**config.mk**
```make
export PLATFORM = sky130hd
export DESIGN_NAME = bl_reg_bank
export DESIGN_NICKNAME = d
export VERILOG_FILES = /design/src/common/bl_pkg.sv /design/src/bl_reg_bank.sv /design/src/bl_i2c_target.sv
export SDC_FILE = /design/constraint.sdc
export NUM_CORES = 1
export LEC_CHECK = 0
export BUFFER_PORTS_ARGS = -buffer_cell sky130_fd_sc_hd__buf_2
export CAP_MARGIN = 10
export CORE_ASPECT_RATIO = 1.5
export CORE_UTILIZATION = 55
export DETAILED_ROUTE_END_ITERATION = 12
export GPL_TIMING_DRIVEN = 0
export PLACE_DENSITY = 0.75
export SYNTH_ARGS = -nofsm -noshare
export SYNTH_HDL_FRONTEND = slang
export SYNTH_SLANG_ARGS = --single-unit
```
**constraint.sdc**
```tcl
create_clock -name ref_clk_i -period 5.38 [get_ports ref_clk_i]
set_clock_uncertainty 0.15 [all_clocks]
set_input_delay 0.807 -clock ref_clk_i [delete_from_list [all_inputs] [get_ports ref_clk_i]]
set_output_delay 0.807 -clock ref_clk_i [all_outputs]
set_load 0.05 [all_outputs]
```
**src/common/bl_pkg.sv**
```systemverilog
// constants shared by the step-down and linear regulator register bank
package bl_pkg;
  // register byte addresses on the serial bus
  localparam logic [7:0] ADDR_BUCK_VOLT = 8'h07;
  localparam logic [7:0] ADDR_BUCK_CFG  = 8'h08;
  localparam logic [7:0] ADDR_BUCK_CUR  = 8'h09;
  localparam logic [7:0] ADDR_LDO_VOLT  = 8'h0a;
  // reset values
  localparam logic [5:0] RST_BUCK_VCODE = 6'h00;
  localparam logic [4:0] RST_BUCK_CFG   = 5'h00;
  localparam logic [7:0] RST_BUCK_CUR   = 8'h00;
  localparam logic [4:0] RST_LDO_VCODE  = 5'h00;
  // field positions, buck configuration register
  localparam int CFG_SEQ_LSB = 5;
  localparam int CFG_EN_LSB  = 3;
  localparam int CFG_MD_LSB  = 1;
  localparam int CFG_FST_BIT = 0;
  // field positions, buck current register
  localparam int CUR_IPK_LSB = 5;
  localparam int CUR_CMP_BIT = 4;
  localparam int CUR_IND_BIT = 3;
  localparam int CUR_HYS_BIT = 2;
  localparam int CUR_MOT_BIT = 1;
  localparam int CUR_INT_BIT = 0;
  // power-up slot codes
  localparam logic [2:0] SEQ_DISABLED = 3'h0;
  localparam logic [2:0] SEQ_AT_0     = 3'h2;
  localparam logic [2:0] SEQ_AT_25    = 3'h3;
  localparam logic [2:0] SEQ_AT_50    = 3'h4;
  localparam logic [2:0] SEQ_RSV_A    = 3'h1;
  localparam logic [2:0] SEQ_RSV_B    = 3'h5;
  localparam logic [6:0] PCT_0        = 7'h00;
  localparam logic [6:0] PCT_25       = 7'h19;
  localparam logic [6:0] PCT_50       = 7'h32;
  // analog scales in mA and mV
  localparam logic [8:0]  IPK_STEP_MA = 9'h032;
  localparam logic [11:0] LDO_BASE_MV = 12'h384;
  localparam logic [11:0] LDO_STEP_MV = 12'h064;
  // serial bus target address, arbitrary default
  localparam logic [6:0] I2C_TARGET_ADDR = 7'h2a;
endpackage

```
**src/bl_reg_bank.sv**
```systemverilog
// step-down and linear regulator setting registers behind an i2c target
`timescale 1ns/1ps
`default_nettype none
// Contract
// - power-up slot is a read-only 3-bit code: disabled, 0%, 25%, 50%, reserved.
// - peak current code maps to 50 mA per step, 50 mA up to 400 mA.
// - inductor select clear means 2.2 uH, set means 4.7 uH.
// - linear regulator code zero gives 0.9 V, each step adds 0.1 V.
// - linear regulator code 10000 gives 2.5 V, 11111 gives 4.0 V.
module bl_reg_bank (
  // clock and reset
  input  wire logic       ref_clk_i,
  input  wire logic       resetn_i,
  // i2c pins
  input  wire logic       scl_i,
  input  wire logic       sda_i,
  output logic            sda_o,
  output logic            sda_oe_n_o,
  // strap and regulator status
  input  wire logic [2:0] seq_strap_i,
  input  wire logic       buck_enabled_i,
  // step-down controls
  output logic [5:0]      buck_vcode_o,
  output logic [1:0]      buck_enable_sel_o,
  output logic [1:0]      buck_mode_sel_o,
  output logic            buck_fast_start_o,
  output logic [8:0]      buck_ipk_ma_o,
  output logic            buck_cmp_fpwm_o,
  output logic            buck_ind_4u7_o,
  output logic            buck_hys_off_o,
  output logic            buck_min_ot_o,
  output logic            buck_integ_o,
  // power-up slot decode
  output logic [2:0]      seq_code_o,
  output logic            seq_disabled_o,
  output logic            seq_timed_o,
  output logic            seq_reserved_o,
  output logic [6:0]      seq_pct_o,
  // linear regulator
  output logic [4:0]      ldo_vcode_o,
  output logic [11:0]     ldo_mv_o
);
  logic       wr_stb;
  logic [7:0] wr_addr, wr_data, rd_addr;
  logic [7:0] rd_data;
  logic [5:0] vset_q;
  logic [4:0] cfg_q;
  logic [7:0] cur_q;
  logic [4:0] ldo_q;
  logic [2:0] seq_q;
  logic       seq_done_q;

  bl_i2c_target u_i2c (
    .ref_clk_i  (ref_clk_i),
    .resetn_i   (resetn_i),
    .scl_i      (scl_i),
    .sda_i      (sda_i),
    .sda_o      (sda_o),
    .sda_oe_n_o (sda_oe_n_o),
    .wr_stb_o   (wr_stb),
    .wr_addr_o  (wr_addr),
    .wr_data_o  (wr_data),
    .rd_addr_o  (rd_addr),
    .rd_data_i  (rd_data)
  );

  ////////////////////////////////////////////////////////////////////////////
  // writable fields; bits above a field and unmapped addresses are dropped
  always_ff @(posedge ref_clk_i) begin
    if (!resetn_i) begin
      vset_q <= bl_pkg::RST_BUCK_VCODE;
      cfg_q  <= bl_pkg::RST_BUCK_CFG;
      cur_q  <= bl_pkg::RST_BUCK_CUR;
      ldo_q  <= bl_pkg::RST_LDO_VCODE;
    end else if (wr_stb) begin
      case (wr_addr)
        bl_pkg::ADDR_BUCK_VOLT: vset_q <= wr_data[5:0];
        bl_pkg::ADDR_BUCK_CFG:  cfg_q  <= wr_data[4:0];
        bl_pkg::ADDR_BUCK_CUR:  cur_q  <= wr_data;
        bl_pkg::ADDR_LDO_VOLT:  ldo_q  <= wr_data[4:0];
        default: begin
        end
      endcase
    end
  end

  // slot strap caught once after release; the bus can never write it
  always_ff @(posedge ref_clk_i) begin
    if (!resetn_i) begin
      seq_q      <= 3'h0;
      seq_done_q <= 1'b0;
    end else if (!seq_done_q) begin
      seq_q      <= seq_strap_i;
      seq_done_q <= 1'b1;
    end
  end

  // read mux, unmapped addresses read zero
  always_comb begin
    case (rd_addr)
      bl_pkg::ADDR_BUCK_VOLT: rd_data = {2'h0, vset_q};
      bl_pkg::ADDR_BUCK_CFG:  rd_data = {seq_q, cfg_q};
      bl_pkg::ADDR_BUCK_CUR:  rd_data = cur_q;
      bl_pkg::ADDR_LDO_VOLT:  rd_data = {3'h0, ldo_q};
      default:                rd_data = 8'h00;
    endcase
  end

  ////////////////////////////////////////////////////////////////////////////
  // voltage code is latched; changing it under load would step the output
  always_ff @(posedge ref_clk_i) begin
    if (!resetn_i) begin
      buck_vcode_o <= bl_pkg::RST_BUCK_VCODE;
    end else if (!buck_enabled_i) begin
      buck_vcode_o <= vset_q;
    end
  end

  // configuration fields out of flops
  always_ff @(posedge ref_clk_i) begin
    if (!resetn_i) begin
      buck_enable_sel_o <= 2'h0;
      buck_mode_sel_o   <= 2'h0;
      buck_fast_start_o <= 1'b0;
      buck_cmp_fpwm_o   <= 1'b0;
      buck_ind_4u7_o    <= 1'b0;
      buck_hys_off_o    <= 1'b0;
      buck_min_ot_o     <= 1'b0;
      buck_integ_o      <= 1'b0;
    end else begin
      buck_enable_sel_o <= cfg_q[bl_pkg::CFG_EN_LSB +: 2];
      buck_mode_sel_o   <= cfg_q[bl_pkg::CFG_MD_LSB +: 2];
      buck_fast_start_o <= cfg_q[bl_pkg::CFG_FST_BIT];
      buck_cmp_fpwm_o   <= cur_q[bl_pkg::CUR_CMP_BIT];
      buck_ind_4u7_o    <= cur_q[bl_pkg::CUR_IND_BIT];
      buck_hys_off_o    <= cur_q[bl_pkg::CUR_HYS_BIT];
      buck_min_ot_o     <= cur_q[bl_pkg::CUR_MOT_BIT];
      buck_integ_o      <= cur_q[bl_pkg::CUR_INT_BIT];
    end
  end

  // analog scale values, code plus one for current, offset base for voltage
  always_ff @(posedge ref_clk_i) begin
    if (!resetn_i) begin
      buck_ipk_ma_o <= 9'h000;
      ldo_vcode_o   <= 5'h00;
      ldo_mv_o      <= 12'h000;
    end else begin
      buck_ipk_ma_o <= 9'((9'(cur_q[bl_pkg::CUR_IPK_LSB +: 3]) + 9'h001) * bl_pkg::IPK_STEP_MA);
      ldo_vcode_o   <= ldo_q;
      ldo_mv_o      <= 12'(bl_pkg::LDO_BASE_MV + 12'(ldo_q) * bl_pkg::LDO_STEP_MV);
    end
  end

  // slot decode; codes 110 and 111 are pin or enable controlled, not timed
  always_ff @(posedge ref_clk_i) begin
    if (!resetn_i) begin
      seq_code_o     <= 3'h0;
      seq_disabled_o <= 1'b1;
      seq_timed_o    <= 1'b0;
      seq_reserved_o <= 1'b0;
      seq_pct_o      <= bl_pkg::PCT_0;
    end else begin
      seq_code_o     <= seq_q;
      seq_disabled_o <= (seq_q == bl_pkg::SEQ_DISABLED);
      seq_timed_o    <= (seq_q == bl_pkg::SEQ_AT_0) || (seq_q == bl_pkg::SEQ_AT_25) || (seq_q == bl_pkg::SEQ_AT_50);
      seq_reserved_o <= (seq_q == bl_pkg::SEQ_RSV_A) || (seq_q == bl_pkg::SEQ_RSV_B);
      seq_pct_o      <= (seq_q == bl_pkg::SEQ_AT_25) ? bl_pkg::PCT_25 :
                        (seq_q == bl_pkg::SEQ_AT_50) ? bl_pkg::PCT_50 : bl_pkg::PCT_0;
    end
  end

  ////////////////////////////////////////////////////////////////////////////
  // checks
  property p_seq_ro;
    @(posedge ref_clk_i) disable iff (!resetn_i) seq_done_q |=> $stable(seq_q);
  endproperty
  a_seq_ro: assert property (p_seq_ro) else $error("slot code changed after capture");

  property p_seq_pct;
    @(posedge ref_clk_i) disable iff (!resetn_i)
      seq_done_q && seq_q == 3'h3 |=> seq_pct_o == 7'h19 && seq_timed_o && !seq_disabled_o;
  endproperty
  a_seq_pct: assert property (p_seq_pct) else $error("slot 011 not decoded as 25 percent");

  property p_ipk;
    @(posedge ref_clk_i) disable iff (!resetn_i)
      resetn_i |=> buck_ipk_ma_o == 9'(($past(cur_q[7:5]) + 9'h001) * 9'h032);
  endproperty
  a_ipk: assert property (p_ipk) else $error("peak current not 50 mA per step");

  property p_ind;
    @(posedge ref_clk_i) disable iff (!resetn_i) $rose(cur_q[3]) |=> buck_ind_4u7_o;
  endproperty
  a_ind: assert property (p_ind) else $error("inductor select not passed out");

  property p_ldo_low;
    @(posedge ref_clk_i) disable iff (!resetn_i) ldo_q == 5'h01 |=> ldo_mv_o == 12'h3e8;
  endproperty
  a_ldo_low: assert property (p_ldo_low) else $error("code 00001 not 1.0 V");

  property p_ldo_top;
    @(posedge ref_clk_i) disable iff (!resetn_i)
      (ldo_q == 5'h1f |=> ldo_mv_o == 12'hfa0) and (ldo_q == 5'h10 |=> ldo_mv_o == 12'h9c4);
  endproperty
  a_ldo_top: assert property (p_ldo_top) else $error("code 10000 or 11111 wrong voltage");

  property p_vhold;
    @(posedge ref_clk_i) disable iff (!resetn_i) buck_enabled_i |=> $stable(buck_vcode_o);
  endproperty
  a_vhold: assert property (p_vhold) else $error("voltage code changed while enabled");

  property p_vapply;
    @(posedge ref_clk_i) disable iff (!resetn_i)
      !buck_enabled_i ##1 !buck_enabled_i |-> buck_vcode_o == $past(vset_q);
  endproperty
  a_vapply: assert property (p_vapply) else $error("voltage code not applied while off");

  c_write_vset: cover property (@(posedge ref_clk_i) wr_stb && wr_addr == 8'h07);
  c_read_cfg:   cover property (@(posedge ref_clk_i) rd_addr == 8'h08 && !sda_oe_n_o);
  c_held:       cover property (@(posedge ref_clk_i) buck_enabled_i && vset_q != buck_vcode_o);
endmodule
`default_nettype wire

```
**src/bl_i2c_target.sv**
```systemverilog
// i2c target: address match, register pointer, auto-increment read and write
`timescale 1ns/1ps
`default_nettype none
module bl_i2c_target #(
  parameter logic [6:0] DEV_ADDR = bl_pkg::I2C_TARGET_ADDR
) (
  // clock and reset
  input  wire logic       ref_clk_i,
  input  wire logic       resetn_i,
  // bus pins, sda drives low only
  input  wire logic       scl_i,
  input  wire logic       sda_i,
  output logic            sda_o,
  output logic            sda_oe_n_o,
  // register side
  output logic            wr_stb_o,
  output logic [7:0]      wr_addr_o,
  output logic [7:0]      wr_data_o,
  output logic [7:0]      rd_addr_o,
  input  wire logic [7:0] rd_data_i
);
  typedef enum logic [2:0] {
    ST_IDLE  = 3'b000,
    ST_RX    = 3'b001,
    ST_RXACK = 3'b010,
    ST_TX    = 3'b011,
    ST_TXACK = 3'b100
  } bl_i2c_state_type;

  bl_i2c_state_type state_q;
  logic       scl_q, sda_q;
  logic [3:0] bit_q;
  logic [7:0] sh_q, ptr_q;
  logic [1:0] phase_q;   // 0 address, 1 pointer, 2 data
  logic       rw_q, drive_q, hack_q;
  logic       rise, fall, start, stop;

  // pins are synchronous, so one sample gives the edges
  always_ff @(posedge ref_clk_i) begin
    scl_q <= resetn_i ? scl_i : 1'b1;
    sda_q <= resetn_i ? sda_i : 1'b1;
  end
  assign rise  = scl_i & ~scl_q;
  assign fall  = ~scl_i & scl_q;
  assign start = scl_i & scl_q & sda_q & ~sda_i;
  assign stop  = scl_i & scl_q & ~sda_q & sda_i;

  ////////////////////////////////////////////////////////////////////////////
  // byte engine; data changes only while scl is low
  always_ff @(posedge ref_clk_i) begin
    wr_stb_o <= 1'b0;
    if (!resetn_i) begin
      state_q <= ST_IDLE;
      bit_q <= 4'h0;
      sh_q <= 8'h00;
      ptr_q <= 8'h00;
      phase_q <= 2'h0;
      rw_q <= 1'b0;
      drive_q <= 1'b0;
      hack_q <= 1'b0;
      wr_addr_o <= 8'h00;
      wr_data_o <= 8'h00;
    end else if (start) begin
      state_q <= ST_RX;
      bit_q <= 4'h0;
      phase_q <= 2'h0;
      drive_q <= 1'b0;
    end else if (stop) begin
      state_q <= ST_IDLE;
      drive_q <= 1'b0;
    end else begin
      case (state_q)
        ST_RX: begin
          if (rise) begin
            sh_q <= {sh_q[6:0], sda_i};
            bit_q <= bit_q + 4'h1;
          end else if (fall && bit_q == 4'h8) begin
            state_q <= ST_RXACK;
            drive_q <= 1'b1;
            if (phase_q == 2'h0) begin
              rw_q <= sh_q[0];
              if (sh_q[7:1] != DEV_ADDR) begin
                state_q <= ST_IDLE;   // not ours: stay silent until next start
                drive_q <= 1'b0;
              end
            end else if (phase_q == 2'h1) begin
              ptr_q <= sh_q;
            end else begin
              wr_stb_o <= 1'b1;
              wr_addr_o <= ptr_q;
              wr_data_o <= sh_q;
              ptr_q <= ptr_q + 8'h01;
            end
          end
        end
        ST_RXACK: begin
          if (fall) begin
            bit_q <= 4'h0;
            if (phase_q == 2'h0 && rw_q) begin
              state_q <= ST_TX;
              sh_q <= rd_data_i;
              drive_q <= ~rd_data_i[7];
            end else begin
              state_q <= ST_RX;
              drive_q <= 1'b0;
              phase_q <= (phase_q == 2'h0) ? 2'h1 : 2'h2;
            end
          end
        end
        ST_TX: begin
          if (fall) begin
            bit_q <= bit_q + 4'h1;
            sh_q <= {sh_q[6:0], 1'b1};
            drive_q <= (bit_q == 4'h7) ? 1'b0 : ~sh_q[6];
            if (bit_q == 4'h7) begin
              state_q <= ST_TXACK;
            end
          end
        end
        ST_TXACK: begin
          if (rise) begin
            hack_q <= ~sda_i;
          end else if (fall) begin
            bit_q <= 4'h0;
            if (hack_q) begin
              state_q <= ST_TX;
              sh_q <= rd_data_i;
              drive_q <= ~rd_data_i[7];
            end else begin
              state_q <= ST_IDLE;   // host nack ends the read
            end
          end
        end
        default: begin
          drive_q <= 1'b0;
        end
      endcase
    end
  end

  // read pointer steps on the host ack rise, so the next byte is ready by the following fall
  always_ff @(posedge ref_clk_i) begin
    if (!resetn_i) begin
      rd_addr_o <= 8'h00;
    end else if (state_q == ST_TXACK && rise && !sda_i) begin
      rd_addr_o <= rd_addr_o + 8'h01;
    end else if (state_q != ST_TX && state_q != ST_TXACK) begin
      rd_addr_o <= ptr_q;   // a burst keeps its own pointer until the read ends
    end
  end

  assign sda_o      = 1'b0;
  assign sda_oe_n_o = ~drive_q;
endmodule
`default_nettype wire

```
==> results_dict.tcl, run 1 <==
set metrics [dict create \
    post-route-period-util_pct 55.4 \
    max-vdd-ir-drop_uv 242 \
    core.rowCount 46 \
    hold_end "u_i2c.wr_data_o[6]" \
    arrival_ns 3.12 \
    h-tree-depth 4 \
    detail-route-antenna-nets 0 \
    cp_common_cell "ha_1" \
    clock_sinks 131 \
    hp-start "u_i2c.wr_data_o[6]" \
    syn_inst 665 \
    p_leak_nw 2.94 \
    fin_cells 904 \
    slew_headroom_pct 50.7 \
    antenna_cells 0 \
    drc_errors 0 \
    wl_per_cell_um 16.6 \
    totalWireLength_um 15000 \
    rsz0062_at_grt "false" \
    start_util_pct 56.7 \
    grt_max_degree 17 \
    yosysTopAreaCell "dfxtp_1" \
    path_max_fanout 6 \
    clock_latency_ns 0.42 \
    min_path_cells 2 \
    synth_edf_count 0 \
    cts-root-buf "clkbuf_16" \
    hold_violations 0 \
    hold_buffers 0 \
    max_freq_mhz 335 \
    start_kind "flop" \
    fin_util_pct 66.6 \
    route.met2.wl_um 8180 \
    drt_first_pass_iters 6 \
    cts_setup_buffers 0 \
    worstRegToRegCells 11 \
    total_power_mw 2.14 \
    viasPerCell 5.71 \
    end_kind "flop" \
    numCtsBuffers 17 \
    antenna_found_initial 0 \
    yosysSeqAreaShare_pct 43.7 \
    crit_required_ns 5.51 \
    nNetsFinal 788 \
    dp_hpwl_um 11000 \
    critPathKind "reg -> reg" \
    finalSetupViolCount 0 \
    die_h_um 130 \
    clk_path_buf_depth 2 \
    io_buffers 57 \
    period_minus_slack_ns 2.98 \
    slew_viol_final 0 \
    maxCapViolations 0 \
    reg2reg_from "ldo_q[3]" \
    grt_pass1_vias 5147 \
    grt_pass1_wl_um 24200 \
    hp-class "reg -> reg" \
    die_w_um 87.3 \
    die_area_um2 11300 \
    reg2reg_slack_ns 2.40 \
    place_congestion 0.878 \
    avgSynthCellArea_um2 9.03 \
    synth-main-ff-cell "dfxtp_1" \
    async_reset_ff_share_pct 0 \
    netlist_top_cells_area "dfxtp_1 (44%), ha_1 (6.5%), mux2i_1 (6.2%), nor2_1 (5.1%), nand2_1 (4.3%)" \
    io_pins 65 \
    cp_cell_sequence "inv_1 > ha_1 > inv_1 > ha_1 > ha_1 > ha_1 > and3_1 > a221oi_1 > xnor2_1 > xnor2_1 > nor2_1" \
    finalSetupTns_ns 0 \
    whs_ns 0.309 \
    slowest_delay_ns 0.45 \
    coreArea_um2 10600 \
    cts_tree "done" \
    crit_slowest_cell "dfxtp_1" \
    netlist-cell-type-count 61 \
    r2r_end "ldo_mv_o[11]" \
    synth-seq-cells 131 \
    yosysTopAreaCellShare_pct 43.7 \
    area_growth_pct 17.4 \
    status "finished clean" \
    cts_resized 0 \
    yosysWarnings 0 \
    clkTransAtPathRegs_ns 0.06 \
    top_layer_used "met4" \
    worst_pin_slew_ns 0.736 \
    post-place-cells 872 \
    drive_above_1_share_pct 15.3 \
    p_per_area_nw_per_um2 304 \
    first_iter_violations 300 \
    via_count 5165 \
    synth_area_um2 6010 \
    grt_use_total_pct 28.0 \
    overflow 0 \
    dr_wl_met3_um 593 \
    wl_met1_um 5590 \
]
==> sequential cells by signal (all words and copies together) (netlist names), 4 cells and up <==
signal,flops
ldo_mv_o,10
ldo_vcode_o,5
u_i2c.bit_q,4
u_i2c.rd_addr_o,8
cfg_q,5
u_i2c.ptr_q,8
buck_ipk_ma_o,8
u_i2c.wr_addr_o,8
vset_q,6
ldo_q,5
cur_q,8
u_i2c.wr_data_o,8
u_i2c.sh_q,8
buck_vcode_o,6
==> critical path: cells and delay by family (launching register included) <==
| kind | cells | cell delay, ns |
|---|---|---|
| AO/OA/AOI/OAI | 1 | 0.31 |
| XOR/XNOR | 2 | 0.33 |
| flip-flops | 1 | 0.45 |
| adder cells (fa/ha/maj) | 4 | 1.22 |
| AND/OR/NAND/NOR | 2 | 0.24 |
| buffers and inverters | 2 | 0.15 |
==> final cells by class <==
cell class,count,area [um2]
multi-input combinational,481,3120
clock buffer,19,443
sequential,131,2620
buffer,43,225
clock inverter,13,111
tap,144,180
timing repair buffer,57,285
inverter,16,60.1
fill,917,3540
==> placed cells by master (no fill, tap or decap), types with 4 or more instances in the layout <==
master      netlist  layout
a211oi_1          4       4
a21o_1            4       4
a21oi_1          45      45
a222oi_1          5       5
a22oi_1           9       9
a311oi_1          4       4
a31oi_1           4       4
a32oi_1           7       7
and2_1           22      22
and3_1            5       5
buf_2             3      60
buf_4            12      12
clkbuf_1         23      24
clkbuf_16         0      17
clkinv_2          0       5
clkinvlp_4        0       4
conb_1            1       7
dfxtp_1         131     131
ha_1             31      31
inv_1            15      15
mux2i_1          37      37
nand2_1          68      68
nand2b_1         11      11
nand3_1          17      17
nand3b_1          4       4
nand4b_1          5       5
nor2_1           81      81
nor2b_1           5       5
nor3_1           10      10
o21ai_0          27      27
o22ai_1           4       4
o31ai_1           4       4
or3_1             4       4
xnor2_1          10      10
xor2_1            9       9
==> cells by family (layout without fill, tap and decap cells) <==
logic type / Yosys count / in the layout / share of synthesized area, %
AND/OR/NAND/NOR: 252 / 252 / 21.1
AO/OA/AOI/OAI: 132 / 132 / 14.1
flip-flops: 131 / 131 / 43.7
buffers and inverters: 59 / 148 / 4.75
multiplexers: 38 / 38 / 6.35
adder cells (fa/ha/maj): 33 / 33 / 7.12
XOR/XNOR: 19 / 19 / 2.77
other: 1 / 7 / 0.0624
==> Yosys cell counts, drive strengths merged, types with 5 or more instances <==
library cell,count
a32oi,7
a21oi,45
nand3,17
ha,31
nor2b,5
nand2,68
and3,5
a22oi,9
nand4b,5
inv,16
nand2b,11
a222oi,5
dfxtp,131
xnor2,10
nor3,13
buf,20
xor2,9
nor2,81
clkbuf,23
mux2i,37
o21ai,27
and2,22
==> report_power, final <==
part           total (mW)  switching [mW]  leakage, nW  internal (mW)
combinational      0.0883          0.0678         1.62         0.0205
clock                1.07           0.427        0.265          0.643
sequential          0.986         0.00595         1.06          0.980
total                2.14           0.500         2.94           1.64
==> worst max-delay path by stage <==
| stage | cells past startpoint | from | slack, ns | end |
|---|---|---|---|---|
| 4_1_cts | 11 | ldo_q[3] | 2.39 | ldo_mv_o[11] |
| 6_report | 11 | ldo_q[3] | 2.40 | ldo_mv_o[11] |
| 3_3_place_gp | 11 | ldo_q[3] | 2.45 | ldo_mv_o[11] |
| 2_1_floorplan | 11 | ldo_q[3] | 2.67 | ldo_mv_o[11] |
| 5_1_grt | 11 | ldo_q[3] | 2.24 | ldo_mv_o[11] |
| 3_5_place_dp | 11 | ldo_q[3] | 2.41 | ldo_mv_o[11] |
==> through the flow <==
| step | area, um2 | setup slack (ns) |
|---|---|---|
| 2_1_floorplan | 6030 | 2.67 |
| 3_3_place_gp | 6490 | 2.45 |
| 5_1_grt | 7050 | 2.24 |
| 3_5_place_dp | 6490 | 2.41 |
| 4_1_cts | 7050 | 2.39 |
| 6_report | 7050 | 2.40 |
==> metal layers <==
layer  global-route usage, %  up-vias
met5                       0        -
met4                    15.5        0
met3                    6.64       62
met2                    52.8      161
met1                    27.5     2454
li1                        -     2488
Power figures use the tool's default switching activity.
==> run 2: changes to the inputs <==
ABC_AREA = 1   (was not set)
CORE_UTILIZATION = 53   (was 55)
PLACE_DENSITY = 0.76   (was 0.75)
clock period = 2.5 ns   (was 5.38 ns; I/O delays follow)
==> results_dict.tcl, run 2 <==
set metrics [dict create \
    p_int_mw 4.12 \
    drc_errors 0 \
    core.rowCount 48 \
    start_util_pct 54.2 \
    drive_above_1_share_pct 17.2 \
    finalSetupTns_ns 0 \
    coreArea_um2 11500 \
    grt_pass1_vias 5309 \
    synth_edf_count 0 \
    avgSynthCellArea_um2 7.32 \
    die_area_um2 12200 \
    dp_hpwl_um 11200 \
    viasPerCell 5.27 \
    multi_input_area_um2 3190 \
    io_buffers 58 \
    worst_pin_slew_ns 0.715 \
    hp-class "in -> reg" \
    clock_latency_ns 0.43 \
    totalWireLength_um 15700 \
    cts-root-buf "clkbuf_16" \
    max_freq_mhz 417 \
    nNetsFinal 977 \
    critPathKind "reg -> reg" \
    period_minus_slack_ns 2.40 \
    antenna_found_initial 0 \
    die_w_um 90.5 \
    fin_util_pct 65.2 \
    detail-route-antenna-nets 0 \
    synth_area_um2 6220 \
    maxCapViolations 0 \
    antenna_cells 0 \
    slew_viol_final 0 \
    post-route-period-util_pct 95.8 \
    p_per_area_nw_per_um2 836 \
    mostFrequentLayoutCells "nand2_1 (172), dfxtp_1 (126), nor2_1 (111), inv_1 (96), a21oi_1 (73)" \
    p_leak_nw 3.59 \
    die_h_um 135 \
    syn_inst 850 \
    top_register "ldo_mv_o" \
    layout_commonest_cell "nand2_1" \
    hold_violations 0 \
    crit_required_ns 2.71 \
    overflow 0 \
    finalSetupViolCount 0 \
    yosysWarnings 0 \
    p_seq_share_pct 37.0 \
    regArea_um2 2640 \
    synth-main-ff-cell "dfxtp_1" \
    p_comb_share_pct 21.8 \
    yosysTopAreaCellShare_pct 42.2 \
    grt_max_degree 17 \
    area_growth_pct 20.2 \
    cts_tree "done" \
    place_congestion 0.915 \
    max-vdd-ir-drop_uv 692 \
    numCtsBuffers 17 \
    yosysSeqAreaShare_pct 42.2 \
    io_pins 65 \
    slew_headroom_pct 51.8 \
    clk_path_buf_depth 2 \
    status "finished clean" \
    grt_pass1_wl_um 24700 \
    h-tree-depth 4 \
    path_max_fanout 3 \
    clock_sinks 131 \
    nFillCells 1006 \
    largest_register_ffs 10 \
    pwr-share-clk_pct 41.2 \
    clkTransAtPathRegs_ns 0.07 \
    end_kind "flop" \
    wl_per_cell_um 14.3 \
    grt_use_total_pct 26.1 \
    drt_first_pass_iters 5 \
    synth_most_common_cell "nand2_1" \
    netlist_top_cells_area "dfxtp_1 (42%), nand2_1 (10%), nor2_1 (6.7%), ha_1 (6.2%), a21oi_1 (6.0%)" \
    yosysTopAreaCell "dfxtp_1" \
    synth-seq-cells 131 \
    switching_share_pct 34.1 \
    start_kind "flop" \
    synth_common_cells "nand2_1 (173), dfxtp_1 (131), nor2_1 (111), inv_1 (98), a21oi_1 (74)" \
    p_switching_mw 2.13 \
    async_reset_ff_share_pct 0 \
    netlist-cell-type-count 42 \
    arrival_ns 2.61 \
    via_count 5788 \
    first_iter_violations 436 \
]
-- run 2: path summary, 6_finish.rpt --
check / slack [ns] / end / depth (start not counted) / from
setup / recovery: 0.10 / ldo_mv_o[11] / 12 / ldo_q[0]
hold / removal: 0.02 / u_i2c.scl_q / 3 / scl_i
setup reg to reg: 0.10 / ldo_mv_o[11] / 12 / ldo_q[0]
hold reg to reg: 0.29 / buck_mode_sel_o[1] / 2 / cfg_q[2]
-- run 2: repair_timing --
item / in CTS / in global routing
hold buffers: 1 / 0
resized for setup: 14 / 13
setup buffers: 1 / 1
pin swaps: 1 / 6
setup endpoints to repair: 4 / 3
hold endpoints to repair: 1 / 0
-- run 2: logic make-up after synthesis --
kind of cell	Yosys count	synth area share [%]
compound gates	172	14.3
simple gates	368	26.3
flops	131	42.2
fa+ha+maj	33	6.88
xor+xnor	12	1.69
other cells	1	0.0603
buf+inv	133	8.63
-- run 2: power by group through the flow --
stage	combinational, mW	sequential, mW	clock (mW)
after floorplan	1.01	2.40	0
after global placement	1.33	2.36	0
after detailed placement	1.34	2.37	0
after CTS	1.35	2.32	2.60
after global routing	1.53	2.33	2.68
final	1.36	2.32	2.58
-- run 2: layer usage --
| layer | part of all wire [%] | global-route usage [%] |
|---|---|---|
| met5 | 0 | 0 |
| met4 | 4.1 | 13.9 |
| met3 | 4.5 | 5.24 |
| met2 | 52 | 48.8 |
| met1 | 39 | 27.3 |
-- run 2: worst max-delay path, stage by stage (launching register included) --
cell and delay (ns):
dfxtp_4 0.36, ha_4 0.24, ha_1 0.28, ha_2 0.20, fa_2 0.55, inv_1 0.06
o21ai_2 0.07, nor2_1 0.06, nand2_1 0.09, nand2_1 0.07, nand2_1 0.06, nand2_1 0.04
nor2_1 0.11
-- run 2: cell type report --
cell class | instances | area share, %
Multi-Input combinational cell | 592 | 42.6
Sequential cell | 131 | 35.3
Clock buffer | 17 | 5.69
Inverter | 106 | 5.32
Timing Repair Buffer | 61 | 4.22
Tap cell | 150 | 2.51
Clock inverter | 15 | 2.48
Buffer | 27 | 1.86
-- run 2: through the flow --
step                hold WS (ns)  power (mW)  instance area, um2  std cells  setup slack (ns)
global placement           0.286        3.70                6720       1064            -0.186
global route              0.0509        6.54                7480       1099         -0.000315
floorplan                  0.253        3.41                6240        856            0.0114
detailed placement         0.284        3.70                6720       1064            -0.241
finish                    0.0206        6.25                7480       1099             0.104
CTS                       0.0210        6.27                7420       1098            0.0118
==> run 3: changes to the inputs <==
clock period = 2.2 ns   (was 2.5 ns; I/O delays follow)
==> results_dict.tcl, run 3 (synthesized netlist as in run 2, its figures left out) <==
set metrics [dict create \
    drt_first_pass_iters 6 \
    die_area_um2 12200 \
    hold_violations 0 \
    crit_buf_inv 2 \
    layout_commonest_cell "nand2_1" \
    min_path_cells 3 \
    cp_cell_sequence "ha_1 > ha_4 > fa_2 > inv_2 > buf_4 > nand3b_1 > nor2_1 > o21ai_1 > nor2_1" \
    top_register "ldo_mv_o" \
    die_w_um 90.5 \
    start_util_pct 54.2 \
    reg2reg_from "ldo_q[1]" \
    place_congestion 0.943 \
    coreArea_um2 11500 \
    finalSetupTns_ns -0.420 \
    hold_end "u_i2c.sda_q" \
    hp-start "sda_i" \
    grt_max_degree 17 \
    grt_use_total_pct 28.6 \
    first_iter_violations 348 \
    arrival_ns 2.52 \
    largest_register_ffs 10 \
    regArea_um2 2650 \
    nFillCells 1011 \
    worst_pin_slew_ns 0.673 \
    p_per_area_nw_per_um2 934 \
    crit_slowest_cell "fa_2" \
    grt_pass1_wl_um 26700 \
    mostFrequentLayoutCells "nand2_1 (172), dfxtp_1 (124), nor2_1 (111), inv_1 (94), a21oi_1 (72)" \
    failed_checks "negative setup slack" \
    cts_tree "done" \
    totalWireLength_um 16900 \
    p_leak_nw 3.63 \
    io_pins 65 \
    core.rowCount 48 \
    postPlaceCellArea_um2 6870 \
    hp-class "in -> reg" \
    die_h_um 135 \
    maxCapViolations 0 \
    crit_required_ns 2.36 \
    status "finished with violations" \
    rsz0062_at_grt "true" \
    clkTransAtPathRegs_ns 0.06 \
    start_kind "flop" \
    wl_per_cell_um 15.2 \
    max_freq_mhz 425 \
    post-route-period-util_pct 107 \
    detail-route-antenna-nets 0 \
    total_power_mw 7.15 \
    finalSetupViolCount 4 \
    critPathKind "reg -> reg" \
    worstRegToRegCells 9 \
    max-vdd-ir-drop_uv 860 \
    nNetsFinal 989 \
    antenna_cells 0 \
    antenna_found_initial 0 \
    end_kind "flop" \
    critical_path.top_delay_family "adder cells" \
    drive_above_1_share_pct 19.2 \
    cts-root-buf "clkbuf_16" \
    slew_viol_final 0 \
    drc_errors 0 \
    preCtsSetupSlack_ns -0.202 \
    r2r_end "ldo_mv_o[10]" \
    dp_hpwl_um 12200 \
    clock_sinks 131 \
    grt_pass1_vias 5456 \
    io_buffers 58 \
    reg2reg_slack_ns -0.15 \
    slew_headroom_pct 55.1 \
    clock_latency_ns 0.42 \
    numCtsBuffers 17 \
    postLayoutCellArea_um2 7650 \
    h-tree-depth 4 \
    layout_setup_ws_ns -0.152 \
    multi_input_area_um2 3260 \
    via_count 5805 \
    overflow 0 \
    viasPerCell 5.23 \
    area_growth_pct 23.1 \
    clk_path_buf_depth 2 \
    slowest_delay_ns 0.60 \
    path_max_fanout 4 \
    period_minus_slack_ns 2.35 \
    cp_common_cell "nor2_1" \
]
==> run 3: cell count changes in the layout (fill, tap and decap cells not counted), moves of 2 or more <==
cell | previous run | this run
ha_4 | 6 | 9
inv_8 | 5 | 0
inv_2 | 10 | 12
dfxtp_4 | 4 | 6
inv_1 | 96 | 94
inv_6 | 4 | 2
clkinv_4 | 3 | 1
clkinvlp_4 | 1 | 4
buf_4 | 10 | 21
ha_1 | 24 | 21
dfxtp_1 | 126 | 124
==> run 3: per-stage QoR <==
stage                     utilization [%]  hold slack (ns)  std cells
after floorplan                         -            0.208        856
after global placement               59.8            0.287       1064
after detailed placement             59.8            0.287       1064
after CTS                            66.3           0.0119       1106
after global routing                 66.7           0.0501       1109
final                                66.7          0.00645       1109
==> run 3: per-layer routing <==
| layer | share of wire, % | global-route usage (%) |
|---|---|---|
| met4 | 5.8 | 19.4 |
| met1 | 37 | 28.8 |
| met3 | 4.4 | 4.84 |
| met5 | 0 | 0 |
| met2 | 53 | 53.5 |
==> run 3: layout make-up <==
class                           count  area share [%]
Tap cell                          150            2.45
Timing Repair Buffer               73            5.33
Multi-Input combinational cell    592            42.6
Buffer                             27            1.81
Clock buffer                       19            6.07
Clock inverter                     11            1.98
Sequential cell                   131            34.6
Inverter                          106            5.20
==> run 3: repair_timing <==
action                                  CTS  global route
setup buffers                            10             3
endpoints found under the hold margin     2             0
pin swaps                                 7             4
resized for setup                         7             9
hold buffers                              2             0
endpoints found under the setup margin    5             7
==> run 3: worst max-delay path by stage <==
stage / from / endpoint / slack [ns] / cells after the start
floorplan: ldo_q[3] / ldo_mv_o[11] / -0.01 / 13
global placement: ldo_q[0] / ldo_mv_o[11] / -0.17 / 12
detailed placement: ldo_q[0] / ldo_mv_o[11] / -0.20 / 12
CTS: ldo_q[1] / ldo_mv_o[11] / -0.12 / 12
global route: ldo_q[3] / ldo_mv_o[11] / -0.24 / 14
finish: ldo_q[1] / ldo_mv_o[10] / -0.15 / 9
==> run 3: tightest hold or removal path, stage by stage <==
cell,delay [ns]
buf_2,0.11
inv_1,0.05
nand2_1,0.05
==> run 3: where the power goes <==
group	internal, mW	leakage, nW	switching (mW)
sequential	2.51	1.07	0.129
clock	1.87	0.289	1.07
combinational	0.452	2.27	1.12
